### src/logic/tdp_regs.svh
// Constants of the transceiver debug port
`ifndef TDP_REGS_SVH
`define TDP_REGS_SVH

`define TDP_CFG_ADDR_W      9
`define TDP_CFG_DATA_W      16
`define TDP_LOOP_W          3
`define TDP_EMPH_W          5
`define TDP_SWING_W         4
`define TDP_ELASTIC_W       3
`define TDP_LOOP_NONE       3'h0
`define TDP_LOOP_NEAR_PCS   3'h1
`define TDP_LOOP_NEAR_PMA   3'h2
`define TDP_LOOP_FAR_PMA    3'h4
`define TDP_LOOP_FAR_PCS    3'h6

// Wishbone register byte offsets of the user-side controller
`define TDP_REG_CTRL        4'h0
`define TDP_REG_CFG_CMD     4'h4
`define TDP_REG_CFG_RESULT  4'h8
`define TDP_REG_STATUS      4'hc

// Control register fields
`define TDP_CTRL_LOOP_LSB   0
`define TDP_CTRL_TXINV_BIT  3
`define TDP_CTRL_RXINV_BIT  4
`define TDP_CTRL_EYERST_BIT 5
`define TDP_CTRL_EYETRG_BIT 6
`define TDP_CTRL_ELRST_BIT  7
`define TDP_CTRL_SWING_LSB  8
`define TDP_CTRL_PRE_LSB    16
`define TDP_CTRL_POST_LSB   24
`define TDP_CTRL_RESET      32'h0000_0000

// Command register fields: data [15:0], address [24:16], write bit 25
`define TDP_CMD_ADDR_LSB    16
`define TDP_CMD_WRITE_BIT   25

// Status register fields
`define TDP_ST_BUSY_BIT     0
`define TDP_ST_DONE_BIT     1
`define TDP_ST_PLL_BIT      2
`define TDP_ST_EYEERR_BIT   3
`define TDP_ST_BYTELK_BIT   4
`define TDP_ST_MOVED_BIT    5
`define TDP_ST_ELASTIC_LSB  8

`endif

### src/logic/tdp_pkg.sv
// Types shared by both ends of the transceiver debug port
package tdp_pkg;
	`include "tdp_regs.svh"

	typedef logic [`TDP_LOOP_W-1:0] tdp_loop_type;

	typedef enum logic [2:0] {
		TDP_LOOPBACK_OFF = `TDP_LOOP_NONE,
		TDP_LOOPBACK_NPCS = `TDP_LOOP_NEAR_PCS,
		TDP_LOOPBACK_NPMA = `TDP_LOOP_NEAR_PMA,
		TDP_LOOPBACK_FPMA = `TDP_LOOP_FAR_PMA,
		TDP_LOOPBACK_FPCS = `TDP_LOOP_FAR_PCS
	} tdp_loop_mode_type;

	typedef enum logic [1:0] {
		TDP_CFG_IDLE,
		TDP_CFG_WAIT,
		TDP_CFG_DONE
	} tdp_cfg_state_type;
endpackage

### src/logic/tdp_if.sv
// Debug link between the core end and the user debug end
`timescale 1ns/1ns
`include "tdp_regs.svh"
interface tdp_if #(
	parameter int LANES = 1
);
	logic [`TDP_CFG_ADDR_W-1:0]   cfg_port_address;
	logic [`TDP_CFG_DATA_W-1:0]   cfg_port_write_data;
	logic                         cfg_port_access_enable;
	logic                         cfg_port_write_enable;
	logic [`TDP_CFG_DATA_W-1:0]   cfg_port_read_data;
	logic                         cfg_port_ready;
	logic [`TDP_LOOP_W-1:0]       loopback_select;
	logic [`TDP_EMPH_W-1:0]       tx_post_emphasis;
	logic [`TDP_EMPH_W-1:0]       tx_pre_emphasis;
	logic [`TDP_SWING_W-1:0]      tx_swing_setting;
	logic                         tx_invert;
	logic                         rx_invert;
	logic [32*LANES-1:0]          tx_raw_word_copy;
	logic [4*LANES-1:0]           tx_kchar_flags_copy;
	logic [32*LANES-1:0]          rx_raw_word_copy;
	logic [4*LANES-1:0]           rx_kchar_flags_copy;
	logic [4*LANES-1:0]           rx_running_sign_error_copy;
	logic [4*LANES-1:0]           rx_bad_code_copy;
	logic                         lane_pll_locked;
	logic                         eye_margin_error;
	logic                         eye_margin_reset;
	logic                         eye_margin_trigger;
	logic                         rx_elastic_reset;
	logic [`TDP_ELASTIC_W-1:0]    rx_elastic_state;
	logic                         rx_byte_locked;
	logic                         rx_byte_lock_moved;

	modport core (
		input  cfg_port_address, cfg_port_write_data, cfg_port_access_enable,
		input  cfg_port_write_enable, loopback_select, tx_post_emphasis,
		input  tx_pre_emphasis, tx_swing_setting, tx_invert, rx_invert,
		input  eye_margin_reset, eye_margin_trigger, rx_elastic_reset,
		output cfg_port_read_data, cfg_port_ready, tx_raw_word_copy,
		output tx_kchar_flags_copy, rx_raw_word_copy, rx_kchar_flags_copy,
		output rx_running_sign_error_copy, rx_bad_code_copy, lane_pll_locked,
		output eye_margin_error, rx_elastic_state, rx_byte_locked, rx_byte_lock_moved
	);

	modport user (
		output cfg_port_address, cfg_port_write_data, cfg_port_access_enable,
		output cfg_port_write_enable, loopback_select, tx_post_emphasis,
		output tx_pre_emphasis, tx_swing_setting, tx_invert, rx_invert,
		output eye_margin_reset, eye_margin_trigger, rx_elastic_reset,
		input  cfg_port_read_data, cfg_port_ready, tx_raw_word_copy,
		input  tx_kchar_flags_copy, rx_raw_word_copy, rx_kchar_flags_copy,
		input  rx_running_sign_error_copy, rx_bad_code_copy, lane_pll_locked,
		input  eye_margin_error, rx_elastic_state, rx_byte_locked, rx_byte_lock_moved
	);
endinterface

### src/logic/tdp_cfg_access.sv
// Single-access sequencer for the transceiver configuration port
`timescale 1ns/1ns
`include "tdp_regs.svh"
module tdp_cfg_access (
	input  wire logic                       clk_i,
	input  wire logic                       rst_i,
	input  wire logic                       start_i,
	input  wire logic                       write_i,
	input  wire logic [`TDP_CFG_ADDR_W-1:0] addr_i,
	input  wire logic [`TDP_CFG_DATA_W-1:0] wdata_i,
	output logic                            busy_o,
	output logic                            done_o,
	output logic [`TDP_CFG_DATA_W-1:0]      rdata_o,
	output logic [`TDP_CFG_ADDR_W-1:0]      cfg_addr_o,
	output logic [`TDP_CFG_DATA_W-1:0]      cfg_wdata_o,
	output logic                            cfg_en_o,
	output logic                            cfg_we_o,
	input  wire logic                       cfg_ready_i,
	input  wire logic [`TDP_CFG_DATA_W-1:0] cfg_rdata_i
);
	import tdp_pkg::*;

	tdp_cfg_state_type state_reg;

	always_ff @(posedge clk_i) begin
		if (rst_i) begin
			state_reg <= TDP_CFG_IDLE;
		end else begin
			unique case (state_reg)
				TDP_CFG_IDLE: begin
					if (start_i) begin
						state_reg <= TDP_CFG_WAIT;
					end
				end
				TDP_CFG_WAIT: begin
					if (cfg_ready_i) begin
						state_reg <= TDP_CFG_DONE;
					end
				end
				TDP_CFG_DONE: begin
					if (start_i) begin
						state_reg <= TDP_CFG_WAIT;
					end
				end
				default: state_reg <= TDP_CFG_IDLE;
			endcase
		end
	end

	// Enable is a single-cycle strobe; held low otherwise
	always_ff @(posedge clk_i) begin
		if (rst_i) begin
			cfg_en_o <= 1'b0;
		end else begin
			cfg_en_o <= start_i && (state_reg != TDP_CFG_WAIT);
		end
	end

	always_ff @(posedge clk_i) begin
		if (rst_i) begin
			cfg_we_o    <= 1'b0;
			cfg_addr_o  <= '0;
			cfg_wdata_o <= '0;
		end else if (start_i && (state_reg != TDP_CFG_WAIT)) begin
			cfg_we_o    <= write_i;
			cfg_addr_o  <= addr_i;
			cfg_wdata_o <= wdata_i;
		end
	end

	always_ff @(posedge clk_i) begin
		if (rst_i) begin
			rdata_o <= '0;
		end else if (state_reg == TDP_CFG_WAIT && cfg_ready_i && !cfg_we_o) begin
			rdata_o <= cfg_rdata_i;
		end
	end

	always_ff @(posedge clk_i) begin
		if (rst_i) begin
			busy_o <= 1'b0;
			done_o <= 1'b0;
		end else begin
			busy_o <= (state_reg == TDP_CFG_WAIT) ? !cfg_ready_i : start_i;
			done_o <= (state_reg == TDP_CFG_WAIT) ? cfg_ready_i : (done_o && !start_i);
		end
	end
endmodule

### src/logic/tdp_user_end.sv
// User debug end: Wishbone registers driving the transceiver debug port
//
// Notes on behaviour
// - Port exists only with shared logic option.
// - User drives inputs per transceiver rules.
// - Config access: 9-bit address, 16-bit write data.
// - Access enable low idle, high launches access.
// - Write enable picks read or write.
// - Ready marks write done or data valid.
// - Read data is 16 bits, config clock.
// - Three-bit loopback select with five modes.
// - Transmit post, pre emphasis and swing.
// - Transmit invert flips transmitted polarity.
// - Receive invert flips received polarity.
// - Raw data and k-char bus copies.
// - Receive error flag copies per byte.
// - Lane PLL locked flag, active high.
// - Eye-margin reset is a high pulse.
// - Trigger level causes event; error flag out.
// - Elastic reset high then released.
// - Three-bit elastic buffer state output.
// - Byte locked and lock moved flags.
//
// Local design decisions: the register offsets and the Wishbone slave port.
`timescale 1ns/1ns
`include "tdp_regs.svh"
module tdp_user_end (
	input  wire logic        clk_i,
	input  wire logic        rst_i,
	input  wire logic        wb_cyc_i,
	input  wire logic        wb_stb_i,
	input  wire logic        wb_we_i,
	input  wire logic [3:0]  wb_adr_i,
	input  wire logic [3:0]  wb_sel_i,
	input  wire logic [31:0] wb_dat_i,
	output logic [31:0]      wb_dat_o,
	output logic             wb_ack_o,
	tdp_if.user              dbg
);
	import tdp_pkg::*;

	////////////////////////////////////////////////////////////////////////////
	// Bus decode

	logic        wr_stb;
	logic        rd_stb;
	logic        ctrl_write;
	logic        status_read;
	logic [31:0] ctrl_reg;
	logic [31:0] ctrl_next;
	logic        start_access;
	logic        cfg_busy;
	logic        cfg_done;
	logic [15:0] cfg_result;
	logic        eye_pulse_reg;
	logic        elastic_pulse_reg;
	logic        moved_seen_reg;
	logic [31:0] status_word;

	assign wr_stb = wb_cyc_i && wb_stb_i && wb_we_i && !wb_ack_o;
	assign rd_stb = wb_cyc_i && wb_stb_i && !wb_we_i && !wb_ack_o;
	assign start_access = wr_stb && wb_adr_i == `TDP_REG_CFG_CMD && !cfg_busy;
	assign ctrl_write = wr_stb && wb_adr_i == `TDP_REG_CTRL;
	assign status_read = rd_stb && wb_adr_i == `TDP_REG_STATUS;

	always_ff @(posedge clk_i) begin
		if (rst_i) begin
			wb_ack_o <= 1'b0;
		end else begin
			wb_ack_o <= wb_cyc_i && wb_stb_i && !wb_ack_o;
		end
	end

	////////////////////////////////////////////////////////////////////////////
	// Control register, byte lanes honoured

	always_comb begin
		ctrl_next = ctrl_reg;
		for (int b = 0; b < 4; b++) begin
			if (wb_sel_i[b]) begin
				ctrl_next[8*b +: 8] = wb_dat_i[8*b +: 8];
			end
		end
	end

	always_ff @(posedge clk_i) begin
		if (rst_i) begin
			ctrl_reg <= `TDP_CTRL_RESET;
		end else if (ctrl_write) begin
			ctrl_reg <= ctrl_next;
		end
	end

	// Static controls driven from flip-flops
	always_ff @(posedge clk_i) begin
		if (rst_i) begin
			dbg.loopback_select <= `TDP_LOOP_NONE;
		end else begin
			dbg.loopback_select <= ctrl_reg[`TDP_CTRL_LOOP_LSB +: `TDP_LOOP_W];
		end
	end

	always_ff @(posedge clk_i) begin
		if (rst_i) begin
			dbg.tx_post_emphasis <= '0;
			dbg.tx_pre_emphasis  <= '0;
			dbg.tx_swing_setting <= '0;
		end else begin
			dbg.tx_post_emphasis <= ctrl_reg[`TDP_CTRL_POST_LSB +: `TDP_EMPH_W];
			dbg.tx_pre_emphasis  <= ctrl_reg[`TDP_CTRL_PRE_LSB +: `TDP_EMPH_W];
			dbg.tx_swing_setting <= ctrl_reg[`TDP_CTRL_SWING_LSB +: `TDP_SWING_W];
		end
	end

	always_ff @(posedge clk_i) begin
		if (rst_i) begin
			dbg.tx_invert <= 1'b0;
			dbg.rx_invert <= 1'b0;
		end else begin
			dbg.tx_invert <= ctrl_reg[`TDP_CTRL_TXINV_BIT];
			dbg.rx_invert <= ctrl_reg[`TDP_CTRL_RXINV_BIT];
		end
	end

	// Trigger is a level held as long as the control bit stays set
	always_ff @(posedge clk_i) begin
		if (rst_i) begin
			dbg.eye_margin_trigger <= 1'b0;
		end else begin
			dbg.eye_margin_trigger <= ctrl_reg[`TDP_CTRL_EYETRG_BIT];
		end
	end

	// Reset requests: writing a one yields a single high pulse, then release
	always_ff @(posedge clk_i) begin
		if (rst_i) begin
			eye_pulse_reg <= 1'b0;
		end else begin
			eye_pulse_reg <= ctrl_write && ctrl_next[`TDP_CTRL_EYERST_BIT];
		end
	end

	always_ff @(posedge clk_i) begin
		if (rst_i) begin
			elastic_pulse_reg <= 1'b0;
		end else begin
			elastic_pulse_reg <= ctrl_write && ctrl_next[`TDP_CTRL_ELRST_BIT];
		end
	end

	assign dbg.eye_margin_reset = eye_pulse_reg;
	assign dbg.rx_elastic_reset = elastic_pulse_reg;

	////////////////////////////////////////////////////////////////////////////
	// Configuration port access

	tdp_cfg_access u_cfg (
		.clk_i       (clk_i),
		.rst_i       (rst_i),
		.start_i     (start_access),
		.write_i     (wb_dat_i[`TDP_CMD_WRITE_BIT]),
		.addr_i      (wb_dat_i[`TDP_CMD_ADDR_LSB +: `TDP_CFG_ADDR_W]),
		.wdata_i     (wb_dat_i[`TDP_CFG_DATA_W-1:0]),
		.busy_o      (cfg_busy),
		.done_o      (cfg_done),
		.rdata_o     (cfg_result),
		.cfg_addr_o  (dbg.cfg_port_address),
		.cfg_wdata_o (dbg.cfg_port_write_data),
		.cfg_en_o    (dbg.cfg_port_access_enable),
		.cfg_we_o    (dbg.cfg_port_write_enable),
		.cfg_ready_i (dbg.cfg_port_ready),
		.cfg_rdata_i (dbg.cfg_port_read_data)
	);

	////////////////////////////////////////////////////////////////////////////
	// Status and read data

	// Alignment change is sticky until status is read; a new change wins
	always_ff @(posedge clk_i) begin
		if (rst_i) begin
			moved_seen_reg <= 1'b0;
		end else if (dbg.rx_byte_lock_moved) begin
			moved_seen_reg <= 1'b1;
		end else if (status_read) begin
			moved_seen_reg <= 1'b0;
		end
	end

	always_comb begin
		status_word = '0;
		status_word[`TDP_ST_BUSY_BIT]   = cfg_busy;
		status_word[`TDP_ST_DONE_BIT]   = cfg_done;
		status_word[`TDP_ST_PLL_BIT]    = dbg.lane_pll_locked;
		status_word[`TDP_ST_EYEERR_BIT] = dbg.eye_margin_error;
		status_word[`TDP_ST_BYTELK_BIT] = dbg.rx_byte_locked;
		status_word[`TDP_ST_MOVED_BIT]  = moved_seen_reg;
		status_word[`TDP_ST_ELASTIC_LSB +: `TDP_ELASTIC_W] = dbg.rx_elastic_state;
	end

	always_ff @(posedge clk_i) begin
		if (rst_i) begin
			wb_dat_o <= '0;
		end else if (rd_stb) begin
			unique case (wb_adr_i)
				`TDP_REG_CTRL:       wb_dat_o <= ctrl_reg;
				`TDP_REG_CFG_CMD:    wb_dat_o <= '0;
				`TDP_REG_CFG_RESULT: wb_dat_o <= {16'h0000, cfg_result};
				`TDP_REG_STATUS:     wb_dat_o <= status_word;
				default:             wb_dat_o <= '0;
			endcase
		end
	end
endmodule

### src/flat_wrapper.sv
// flat-port wrapper written by rule: the top's interface ports become plain ports
module tdp_user_end_flat import tdp_pkg::*;
  (clk_i, rst_i, wb_cyc_i, wb_stb_i, wb_we_i, wb_adr_i, wb_sel_i, wb_dat_i, wb_dat_o, wb_ack_o, dbg_cfg_port_address, dbg_cfg_port_write_data, dbg_cfg_port_access_enable, dbg_cfg_port_write_enable, dbg_loopback_select, dbg_tx_post_emphasis, dbg_tx_pre_emphasis, dbg_tx_swing_setting, dbg_tx_invert, dbg_rx_invert, dbg_eye_margin_reset, dbg_eye_margin_trigger, dbg_rx_elastic_reset, dbg_cfg_port_read_data, dbg_cfg_port_ready, dbg_tx_raw_word_copy, dbg_tx_kchar_flags_copy, dbg_rx_raw_word_copy, dbg_rx_kchar_flags_copy, dbg_rx_running_sign_error_copy, dbg_rx_bad_code_copy, dbg_lane_pll_locked, dbg_eye_margin_error, dbg_rx_elastic_state, dbg_rx_byte_locked, dbg_rx_byte_lock_moved);
  tdp_if #(.LANES(1)) dbg_i ();
  input  wire logic clk_i;
  input  wire logic rst_i;
  input  wire logic wb_cyc_i;
  input  wire logic wb_stb_i;
  input  wire logic wb_we_i;
  input  wire logic [3:0] wb_adr_i;
  input  wire logic [3:0] wb_sel_i;
  input  wire logic [31:0] wb_dat_i;
  output logic [31:0] wb_dat_o;
  output logic wb_ack_o;
  output wire logic [$bits(dbg_i.cfg_port_address)-1:0] dbg_cfg_port_address;
  output wire logic [$bits(dbg_i.cfg_port_write_data)-1:0] dbg_cfg_port_write_data;
  output wire logic [$bits(dbg_i.cfg_port_access_enable)-1:0] dbg_cfg_port_access_enable;
  output wire logic [$bits(dbg_i.cfg_port_write_enable)-1:0] dbg_cfg_port_write_enable;
  output wire logic [$bits(dbg_i.loopback_select)-1:0] dbg_loopback_select;
  output wire logic [$bits(dbg_i.tx_post_emphasis)-1:0] dbg_tx_post_emphasis;
  output wire logic [$bits(dbg_i.tx_pre_emphasis)-1:0] dbg_tx_pre_emphasis;
  output wire logic [$bits(dbg_i.tx_swing_setting)-1:0] dbg_tx_swing_setting;
  output wire logic [$bits(dbg_i.tx_invert)-1:0] dbg_tx_invert;
  output wire logic [$bits(dbg_i.rx_invert)-1:0] dbg_rx_invert;
  output wire logic [$bits(dbg_i.eye_margin_reset)-1:0] dbg_eye_margin_reset;
  output wire logic [$bits(dbg_i.eye_margin_trigger)-1:0] dbg_eye_margin_trigger;
  output wire logic [$bits(dbg_i.rx_elastic_reset)-1:0] dbg_rx_elastic_reset;
  input wire logic [$bits(dbg_i.cfg_port_read_data)-1:0] dbg_cfg_port_read_data;
  input wire logic [$bits(dbg_i.cfg_port_ready)-1:0] dbg_cfg_port_ready;
  input wire logic [$bits(dbg_i.tx_raw_word_copy)-1:0] dbg_tx_raw_word_copy;
  input wire logic [$bits(dbg_i.tx_kchar_flags_copy)-1:0] dbg_tx_kchar_flags_copy;
  input wire logic [$bits(dbg_i.rx_raw_word_copy)-1:0] dbg_rx_raw_word_copy;
  input wire logic [$bits(dbg_i.rx_kchar_flags_copy)-1:0] dbg_rx_kchar_flags_copy;
  input wire logic [$bits(dbg_i.rx_running_sign_error_copy)-1:0] dbg_rx_running_sign_error_copy;
  input wire logic [$bits(dbg_i.rx_bad_code_copy)-1:0] dbg_rx_bad_code_copy;
  input wire logic [$bits(dbg_i.lane_pll_locked)-1:0] dbg_lane_pll_locked;
  input wire logic [$bits(dbg_i.eye_margin_error)-1:0] dbg_eye_margin_error;
  input wire logic [$bits(dbg_i.rx_elastic_state)-1:0] dbg_rx_elastic_state;
  input wire logic [$bits(dbg_i.rx_byte_locked)-1:0] dbg_rx_byte_locked;
  input wire logic [$bits(dbg_i.rx_byte_lock_moved)-1:0] dbg_rx_byte_lock_moved;
  assign dbg_cfg_port_address = dbg_i.cfg_port_address;
  assign dbg_cfg_port_write_data = dbg_i.cfg_port_write_data;
  assign dbg_cfg_port_access_enable = dbg_i.cfg_port_access_enable;
  assign dbg_cfg_port_write_enable = dbg_i.cfg_port_write_enable;
  assign dbg_loopback_select = dbg_i.loopback_select;
  assign dbg_tx_post_emphasis = dbg_i.tx_post_emphasis;
  assign dbg_tx_pre_emphasis = dbg_i.tx_pre_emphasis;
  assign dbg_tx_swing_setting = dbg_i.tx_swing_setting;
  assign dbg_tx_invert = dbg_i.tx_invert;
  assign dbg_rx_invert = dbg_i.rx_invert;
  assign dbg_eye_margin_reset = dbg_i.eye_margin_reset;
  assign dbg_eye_margin_trigger = dbg_i.eye_margin_trigger;
  assign dbg_rx_elastic_reset = dbg_i.rx_elastic_reset;
  assign dbg_i.cfg_port_read_data = dbg_cfg_port_read_data;
  assign dbg_i.cfg_port_ready = dbg_cfg_port_ready;
  assign dbg_i.tx_raw_word_copy = dbg_tx_raw_word_copy;
  assign dbg_i.tx_kchar_flags_copy = dbg_tx_kchar_flags_copy;
  assign dbg_i.rx_raw_word_copy = dbg_rx_raw_word_copy;
  assign dbg_i.rx_kchar_flags_copy = dbg_rx_kchar_flags_copy;
  assign dbg_i.rx_running_sign_error_copy = dbg_rx_running_sign_error_copy;
  assign dbg_i.rx_bad_code_copy = dbg_rx_bad_code_copy;
  assign dbg_i.lane_pll_locked = dbg_lane_pll_locked;
  assign dbg_i.eye_margin_error = dbg_eye_margin_error;
  assign dbg_i.rx_elastic_state = dbg_rx_elastic_state;
  assign dbg_i.rx_byte_locked = dbg_rx_byte_locked;
  assign dbg_i.rx_byte_lock_moved = dbg_rx_byte_lock_moved;
  tdp_user_end u_core (.clk_i(clk_i), .rst_i(rst_i), .wb_cyc_i(wb_cyc_i), .wb_stb_i(wb_stb_i), .wb_we_i(wb_we_i), .wb_adr_i(wb_adr_i), .wb_sel_i(wb_sel_i), .wb_dat_i(wb_dat_i), .wb_dat_o(wb_dat_o), .wb_ack_o(wb_ack_o), .dbg(dbg_i));
endmodule
### config.mk
export PLATFORM = sky130hd
export DESIGN_NAME = tdp_user_end_flat
export DESIGN_NICKNAME = d
export VERILOG_FILES = /design/src/logic/tdp_pkg.sv /design/src/logic/tdp_if.sv /design/src/logic/tdp_cfg_access.sv /design/src/logic/tdp_user_end.sv /design/src/flat_wrapper.sv
export VERILOG_INCLUDE_DIRS = /design/src /design/src/logic
export SDC_FILE = /design/constraint.sdc
export NUM_CORES = 1
export LEC_CHECK = 0
export ABC_AREA = 1
export BUFFER_PORTS_ARGS = -buffer_cell sky130_fd_sc_hd__buf_2
export CAP_MARGIN = 30
export CORE_MARGIN = 4
export CORE_UTILIZATION = 45
export CTS_BUF_LIST = sky130_fd_sc_hd__clkbuf_16
export DETAILED_ROUTE_END_ITERATION = 16
export PLACE_DENSITY_LB_ADDON = 0.12
export SETUP_SLACK_MARGIN = 0.5
export SLEW_MARGIN = 15
export SYNTH_ARGS = -nofsm -noshare
export SYNTH_HDL_FRONTEND = slang
export SYNTH_SLANG_ARGS = --single-unit
### constraint.sdc
create_clock -name clk_i -period 3.5 [get_ports clk_i]
set_input_delay 0.525 -clock clk_i [delete_from_list [all_inputs] [get_ports clk_i]]
set_output_delay 0.525 -clock clk_i [all_outputs]
set_load 0.01 [all_outputs]
==> impl_results.md, run 1 <==
* H-Tree Depth at 4
* I/O pin count at 231
* Area contributors post-synth: sky130_fd_sc_hd__dfxtp_1 (48%), sky130_fd_sc_hd__nand2_1 (13%), sky130_fd_sc_hd__inv_1 (10%)
* Share of the yosys chip area belonging to registers at 47.9%
* Worst slew pin tran at 735 ps
* Net count of the mapped netlist at 977
* CTS tree: built
* Post-Syn Instances at 828
* Final global-route overflow total at 0
* Status: finished clean
* Starting density of the core at 46.4%
* Crit path arrival time at 2410 ps
* Synth-to-layout area growth at 23.8%
* Portion of the clock cycle consumed by the worst path in the final layout at 60.1%
* DRT antenna net count at 0
* Setup TNS after final layout at 0 ps
* Top cell type by total area after synthesis: sky130_fd_sc_hd__dfxtp_1
* Total Wirelength at 14,700 um
* Total standard cell area after synthesis at 5640 sq um
* Residual DRC at 0
* Final net count at 1,113
* Layout Skew at 7.25 ps
* Area occupied by multi-input gates at 2160 sq um
* Latest clock arrival within the worst-skew pair at 410 ps
* Die boundary height at 120 um
* Fraction of post-synthesis cell area in the top cell type by area at 47.9%
* Max-cap violations at 0
* First-pass GRT wire length at 23,700 um
* Number of failing hold endpoints at the final stage at 0
* Antenna violations before repair at 0
* Number of iterations in the first detailed-routing pass at 5
* Pwr dens at 462 nW/um^2
* Proportion of layout cells with a drive suffix above 1 at 20.9%
* Sequential cell area at 2700 sq um
* Total count of max-transition violations in the final report at 0
* DRC marker count from the first detailed-route iteration at 453
* Input/output buffers at 150
* Max Freq at 475 MHz
* Endpoint type of the worst setup path: flip-flop
* N_diodes at 0
* Shortest period the worst path allows at 2100 ps
* RSZ-0062 raised after global routing: false
* Largest net degree at the start of global routing at 53
* Post-CTS Repair Setup Buffers at 0
* Routability Congestion at 0.796
* Number of filler instances in the final layout at 1,245
* Standby leakage power at 3.57 nW
* Hold buffers post-CTS at 0
* Number of clock sinks at 135
* Clock buffer depth at 2
* Clock transition at the registers of the reported paths at 60 ps
* Gr usage total at 20.5%
* Hold Crit Class: input port to flip-flop
* Final setup violating endpoints at 0
* Vias in the first global route at 4,717
* Routed wirelength normalized by instance count at 12.8 um
* Vias at 5,247
* Detail-routed via count per cell at 4.59
* FF+latch count, synth at 135
* Utilization after layout at 57.4%
* Required arrival time at the worst endpoint at 3800 ps
* Estimated wirelength of the detail-placed design at 10,400 um
* Cell variety after synth at 23
* Total core area at 12,200 sq um
* Average instance area after synthesis at 6.81 sq um
* Root buffer selected by CTS: sky130_fd_sc_hd__clkbuf_16
* Number of gates resized after CTS at 0
* Rows at 40
* Die X-Extent at 120 um
* Crit Path Category: flip-flop to flip-flop
* Peak ir drop on the vdd network at 0.287 mV
* Worst slew margin relative to its limit at 51.0%
* CP startpoint kind: flip-flop
* Count of synthesis-stage warnings from yosys at 0
* Number of buffers created by CTS at 17
* Die area at 14,400 sq um
* Max Fanout on Critical Path at 17
==> stage by stage <==
step / hold slack, ps / power, W / setup WS [ps] / cell area [sq um] / instances
final: 337 / 0.00323 / 1400 / 6990 / 1144
after global routing: 349 / 0.00335 / 1170 / 6990 / 1144
after CTS: 323 / 0.00326 / 1400 / 6990 / 1144
after detailed placement: 436 / 0.00175 / 1270 / 6490 / 1113
after global placement: 432 / 0.00175 / 1290 / 6490 / 1113
after floorplan: 422 / 0.00168 / 1880 / 5640 / 828
==> where the power goes <==
part           leakage [nW]  switching [W]  internal, W
Clock                 0.251       0.000635     0.000876
Combinational          2.23       0.000115    0.0000566
Sequential             1.09     0.00000290      0.00154
==> placed cells by master, fill, tap and decap left out, drive strengths merged <==
cell type,Yosys,layout
nor2,125,125
inv,158,159
clkbuf,22,17
and3,1,1
clkinv,1,12
nand4,27,27
nand3,86,86
o21ai,25,25
a21oi,30,30
dfxtp,135,135
buf,21,160
clkinvlp,0,2
or2,1,1
nand2,196,196
==> cells by family (layout without fill, tap and decap cells) <==
logic type             Yosys count  in the layout  synth area share, %
AO/OA/AOI/OAI                   55             55                 4.88
buffers and inverters          202            350                 13.9
flip-flops                     135            135                 47.9
AND/OR/NAND/NOR                436            436                 33.3
==> synthesized netlist by cell type, drive strengths merged <==
cell	n
nand2	196
clkinv	1
or2	1
nor2	125
nand3	86
o21ai	25
a21oi	30
nand4	27
clkbuf	22
dfxtp	135
and3	1
buf	21
inv	158
==> critical path: stages (launching register included) <==
cell                      delay, ps
sky130_fd_sc_hd__dfxtp_1        320
sky130_fd_sc_hd__inv_1           60
sky130_fd_sc_hd__nor2_2         140
sky130_fd_sc_hd__nand2_1        120
sky130_fd_sc_hd__nor2_2         580
sky130_fd_sc_hd__inv_1          450
sky130_fd_sc_hd__nor2_1         240
sky130_fd_sc_hd__nor2_1          70
==> final timing paths <==
kind	from	cells past startpoint	slack (ps)	to
max reg2reg	u_core.u_cfg.state_reg[0]$_SDFFE_PP0P_	7	1400	u_core.u_cfg.rdata_o[7]$_SDFFE_PP0P_
min reg2reg	u_core.ctrl_reg[27]$_SDFFE_PP0P_	2	440	u_core.dbg.tx_post_emphasis[3]$_SDFF_PP0_
min	dbg_cfg_port_read_data[15]	3	340	u_core.u_cfg.rdata_o[15]$_SDFFE_PP0P_
max	u_core.u_cfg.state_reg[0]$_SDFFE_PP0P_	7	1400	u_core.u_cfg.rdata_o[7]$_SDFFE_PP0P_
==> final cells by class <==
class	instances	share of cell area (%)
Clock inverter	14	1.00
Sequential cell	135	38.7
Tap cell	168	3.01
Timing Repair Buffer	160	11.8
Inverter	159	8.54
Clock buffer	17	6.09
Multi-Input combinational cell	491	30.9
==> metal layers <==
| layer | up-vias | GRT usage (%) | share of wire [%] |
|---|---|---|---|
| met5 | - | 0 | 0 |
| met4 | 0 | 6.16 | 1.5 |
| met3 | 21 | 5.94 | 7.7 |
| met2 | 173 | 29.0 | 42 |
| met1 | 2278 | 30.0 | 49 |
| li1 | 2775 | - | - |
Power figures use the tool's default switching activity.
==> run 2, diff against run 1 <==
ABC_AREA = 0   (was 1)
clock period = 2.05 ns   (was 3.5 ns; I/O delays follow)
==> impl_results.md, run 2 <==
* Fraction of post-synthesis cell area in the top cell type by area at 50.7% (+2.8 points)
* Input/output buffers at 150 (unchanged)
* Design internal power at 0.00463 W (+87%)
* Final global-route overflow total at 0 (unchanged)
* Clock Power Share at 50.5% (+3.7 points)
* Final-layout worst hold slack at 137 ps (-200 ps)
* Max-cap violations at 0 (unchanged)
* RSZ-0062 raised after global routing: true
* I/O pin count at 231 (unchanged)
* Crit Path Category: flip-flop to flip-flop
* Shortest period the worst path allows at 1520 ps (-586 ps)
* Layout Skew at 8.74 ps (+1.49 ps)
* Portion of the clock cycle consumed by the worst path in the final layout at 74.1% (+14 points)
* Endpoint type of the worst setup path: flip-flop
* Asr flop ratio synth at 0% (unchanged)
* N_diodes at 0 (unchanged)
* Residual DRC at 0 (unchanged)
* Most common library cells after synthesis: sky130_fd_sc_hd__dfxtp_1 (135), sky130_fd_sc_hd__nand2b_1 (85), sky130_fd_sc_hd__mux2i_1 (57)
* Latest clock arrival within the worst-skew pair at 410 ps (about the same)
* Number of filler instances in the final layout at 1,057 (-15%)
* Total Wirelength at 13,500 um (-8.3%)
* Status: finished clean
* Standby leakage power at 3.16 nW (-11%)
* Most frequent standard cell in the layout excluding fill and tap cells: sky130_fd_sc_hd__buf_2
* H-Tree Depth at 4 (unchanged)
* Placed insts at 813 (-27%)
* Count of flip-flops with a built-in enable after synthesis at 0 (unchanged)
* Hold buffers post-CTS at 0 (unchanged)
* Top cell type by total area after synthesis: sky130_fd_sc_hd__dfxtp_1
* Starting density of the core at 46.3% (-0.094 points)
* Number of buffers created by CTS at 17 (unchanged)
* Clock transition at the registers of the reported paths at 60 ps (about the same)
* Total count of max-transition violations in the final report at 0 (unchanged)
* Fraction of the mapped netlist area in simple logic gates at 23.2% (-10 points)
* Vias in the first global route at 4,193 (-11%)
* Hold Crit Class: input port to flip-flop
* Antenna violations before repair at 0 (unchanged)
* Total core area at 11,500 sq um (-5.3%)
* Worst slew margin relative to its limit at 56.9% (+6.0 points)
* Number of clock sinks at 135 (unchanged)
* Die boundary height at 117 um (-2.6%)
* CP startpoint kind: flip-flop
* Area occupied by multi-input gates at 2360 sq um (+9.7%)
* Sequential cell area at 2700 sq um (unchanged)
* Routability Congestion at 0.775 (-2.6%)
* Synth-to-layout area growth at 28.3%
* Largest net degree at the start of global routing at 44 (-17%)
* Net count of the mapped netlist at 690 (-29%)
* Number of iterations in the first detailed-routing pass at 5 (unchanged)
* Die X-Extent at 117 um (-2.6%)
* Switching power at 0.00124 W (+64%)
* Portion of total power attributed to sequential cells at 44.9% (-3.0 points)
* Worst slew pin tran at 637 ps (-97.7 ps)
* Proportion of layout cells with a drive suffix above 1 at 31.5% (+11 points)
* Area contributors post-synth: sky130_fd_sc_hd__dfxtp_1 (51%), sky130_fd_sc_hd__mux2i_1 (11%), sky130_fd_sc_hd__nand2b_1 (10%)
* Detail-routed via count per cell at 5.02 (+9.5%)
* DRC marker count from the first detailed-route iteration at 297 (-34%)
* Peak ir drop on the vdd network at 0.495 mV (+73%)
* Crit path arrival time at 1830 ps (-580 ps)
* Utilization after layout at 59.4% (+1.9 points)
* Count of synthesis-stage warnings from yosys at 0 (unchanged)
* Vias at 4,259 (-19%)
* Final setup violating endpoints at 0 (unchanged)
* Average instance area after synthesis at 9.85 sq um (+45%)
* Share of the yosys chip area belonging to registers at 50.7% (+2.8 points)
* Most used standard cell by instance count after synthesis: sky130_fd_sc_hd__dfxtp_1
* First-pass GRT wire length at 20,900 um (-12%)
* Pwr dens at 858 nW/um^2 (+86%)
* Post-Syn Instances at 541 (-35%)
* Max Freq at 659 MHz (+39%)
* Routed wirelength normalized by instance count at 15.9 um (+24%)
* Required arrival time at the worst endpoint at 2370 ps (-1430 ps)
* Combinational cell fraction of total power at 4.6% (-0.7 points)
* Compound-Gate Fraction of Synth Area at 6.57% (+1.7 points)
* Final Instance Count excl. Fillers at 848 (-26%)
* Adder-cell share of the synthesized area at 0% (unchanged)
* Die area at 13,700 sq um (-5.1%)
* Combinational family with the most area after synthesis: simple AND/OR/NAND/NOR gates
* Predominant post-synthesis flop cell: sky130_fd_sc_hd__dfxtp_1
* Clock buffer depth at 2 (unchanged)
* Share of the synthesized netlist area taken by xor and xnor gates at 0% (unchanged)
* Share of cell area taken by muxes after synthesis at 13.9% (+14 points)
* Gr usage total at 19.7% (-0.76 points)
* Max Fanout on Critical Path at 21 (+4)
* Most frequent cells in the layout: sky130_fd_sc_hd__buf_2 (149), sky130_fd_sc_hd__dfxtp_1 (135), sky130_fd_sc_hd__nand2b_1 (85)
* Net switching fraction of the power at 21.1% (-2.2 points)
* Number of failing hold endpoints at the final stage at 0 (unchanged)
* Rows at 39 (-2.5%)
* Setup TNS after final layout at 0 ps (unchanged)
* FF+latch count, synth at 135 (unchanged)
* CTS tree: built
* Total standard cell area after synthesis at 5330 sq um (-5.5%)
* Estimated wirelength of the detail-placed design at 9500 um (-9.1%)
* Cell variety after synth at 36 (+57%)
* DRT antenna net count at 0 (unchanged)
* Root buffer selected by CTS: sky130_fd_sc_hd__clkbuf_16
* Final net count at 842 (-24%)
## run 2: repair_timing
item                                    in CTS  in global routing
resized for setup                            2                  4
setup buffers                                0                  4
endpoints found under the setup margin      30                 32
gates cloned                                 0                  0
pin swaps                                    1                  1
## run 2: kinds of logic after synthesis
group	Yosys count
muxes	72
AOI/OAI and AO/OA	62
DFF	135
and+or+nand+nor	213
buffers and inverters	59
## run 2: cell type report
cell class | instances | share of cell area, %
timing repair buffer | 173 | 13.9
multi-input combinational | 347 | 34.6
inverter | 19 | 1.04
tap | 143 | 2.62
sequential | 135 | 39.5
clock buffer | 17 | 6.22
clock inverter | 14 | 2.10
## run 2: per-layer routing
layer	GRT usage (%)	share of wire, %	up-vias	wire (um)
li1	-	-	2129	-
met1	24.8	44	2015	5880
met2	32.8	49	109	6590
met3	6.02	6.7	6	895
met4	5.66	0.62	0	84
met5	0	0	-	0
## run 2: power by group through the flow
stage	clock network, W	registers [W]	logic (W)
3_5_place_dp	0	0.00269	0.000268
4_1_cts	0.00300	0.00264	0.000270
6_report	0.00296	0.00264	0.000269
3_3_place_gp	0	0.00269	0.000262
5_1_grt	0.00313	0.00264	0.000293
2_1_floorplan	0	0.00269	0.000139
## run 2: worst paths after layout
kind | startpoint | slack (ps) | to | cells past startpoint
setup / recovery | u_core.wb_ack_o$_SDFF_PP0_ | 530 | u_core.u_cfg.cfg_addr_o[0]$_SDFFE_PP0P_ | 5
hold / removal | dbg_cfg_port_read_data[2] | 140 | u_core.u_cfg.rdata_o[2]$_SDFFE_PP0P_ | 3
setup reg to reg | u_core.wb_ack_o$_SDFF_PP0_ | 530 | u_core.u_cfg.cfg_addr_o[0]$_SDFFE_PP0P_ | 5
hold reg to reg | u_core.wb_dat_o[17]$_SDFFE_PP0P_ | 450 | u_core.wb_dat_o[17]$_SDFFE_PP0P_ | 2
## run 2: critical path: stages, from the launching register on
cell                      delay [ps]
sky130_fd_sc_hd__dfxtp_1         400
sky130_fd_sc_hd__and3b_1         210
sky130_fd_sc_hd__buf_4           160
sky130_fd_sc_hd__nand4_1         150
sky130_fd_sc_hd__buf_12          230
sky130_fd_sc_hd__mux2i_1         260
## run 2: stage by stage
stage	power, W	instance area [sq um]	setup slack (ps)
6_report	0.00587	6840	532
5_1_grt	0.00606	6840	485
4_1_cts	0.00591	6800	471
3_5_place_dp	0.00296	6220	193
3_3_place_gp	0.00295	6220	221
2_1_floorplan	0.00283	5330	548
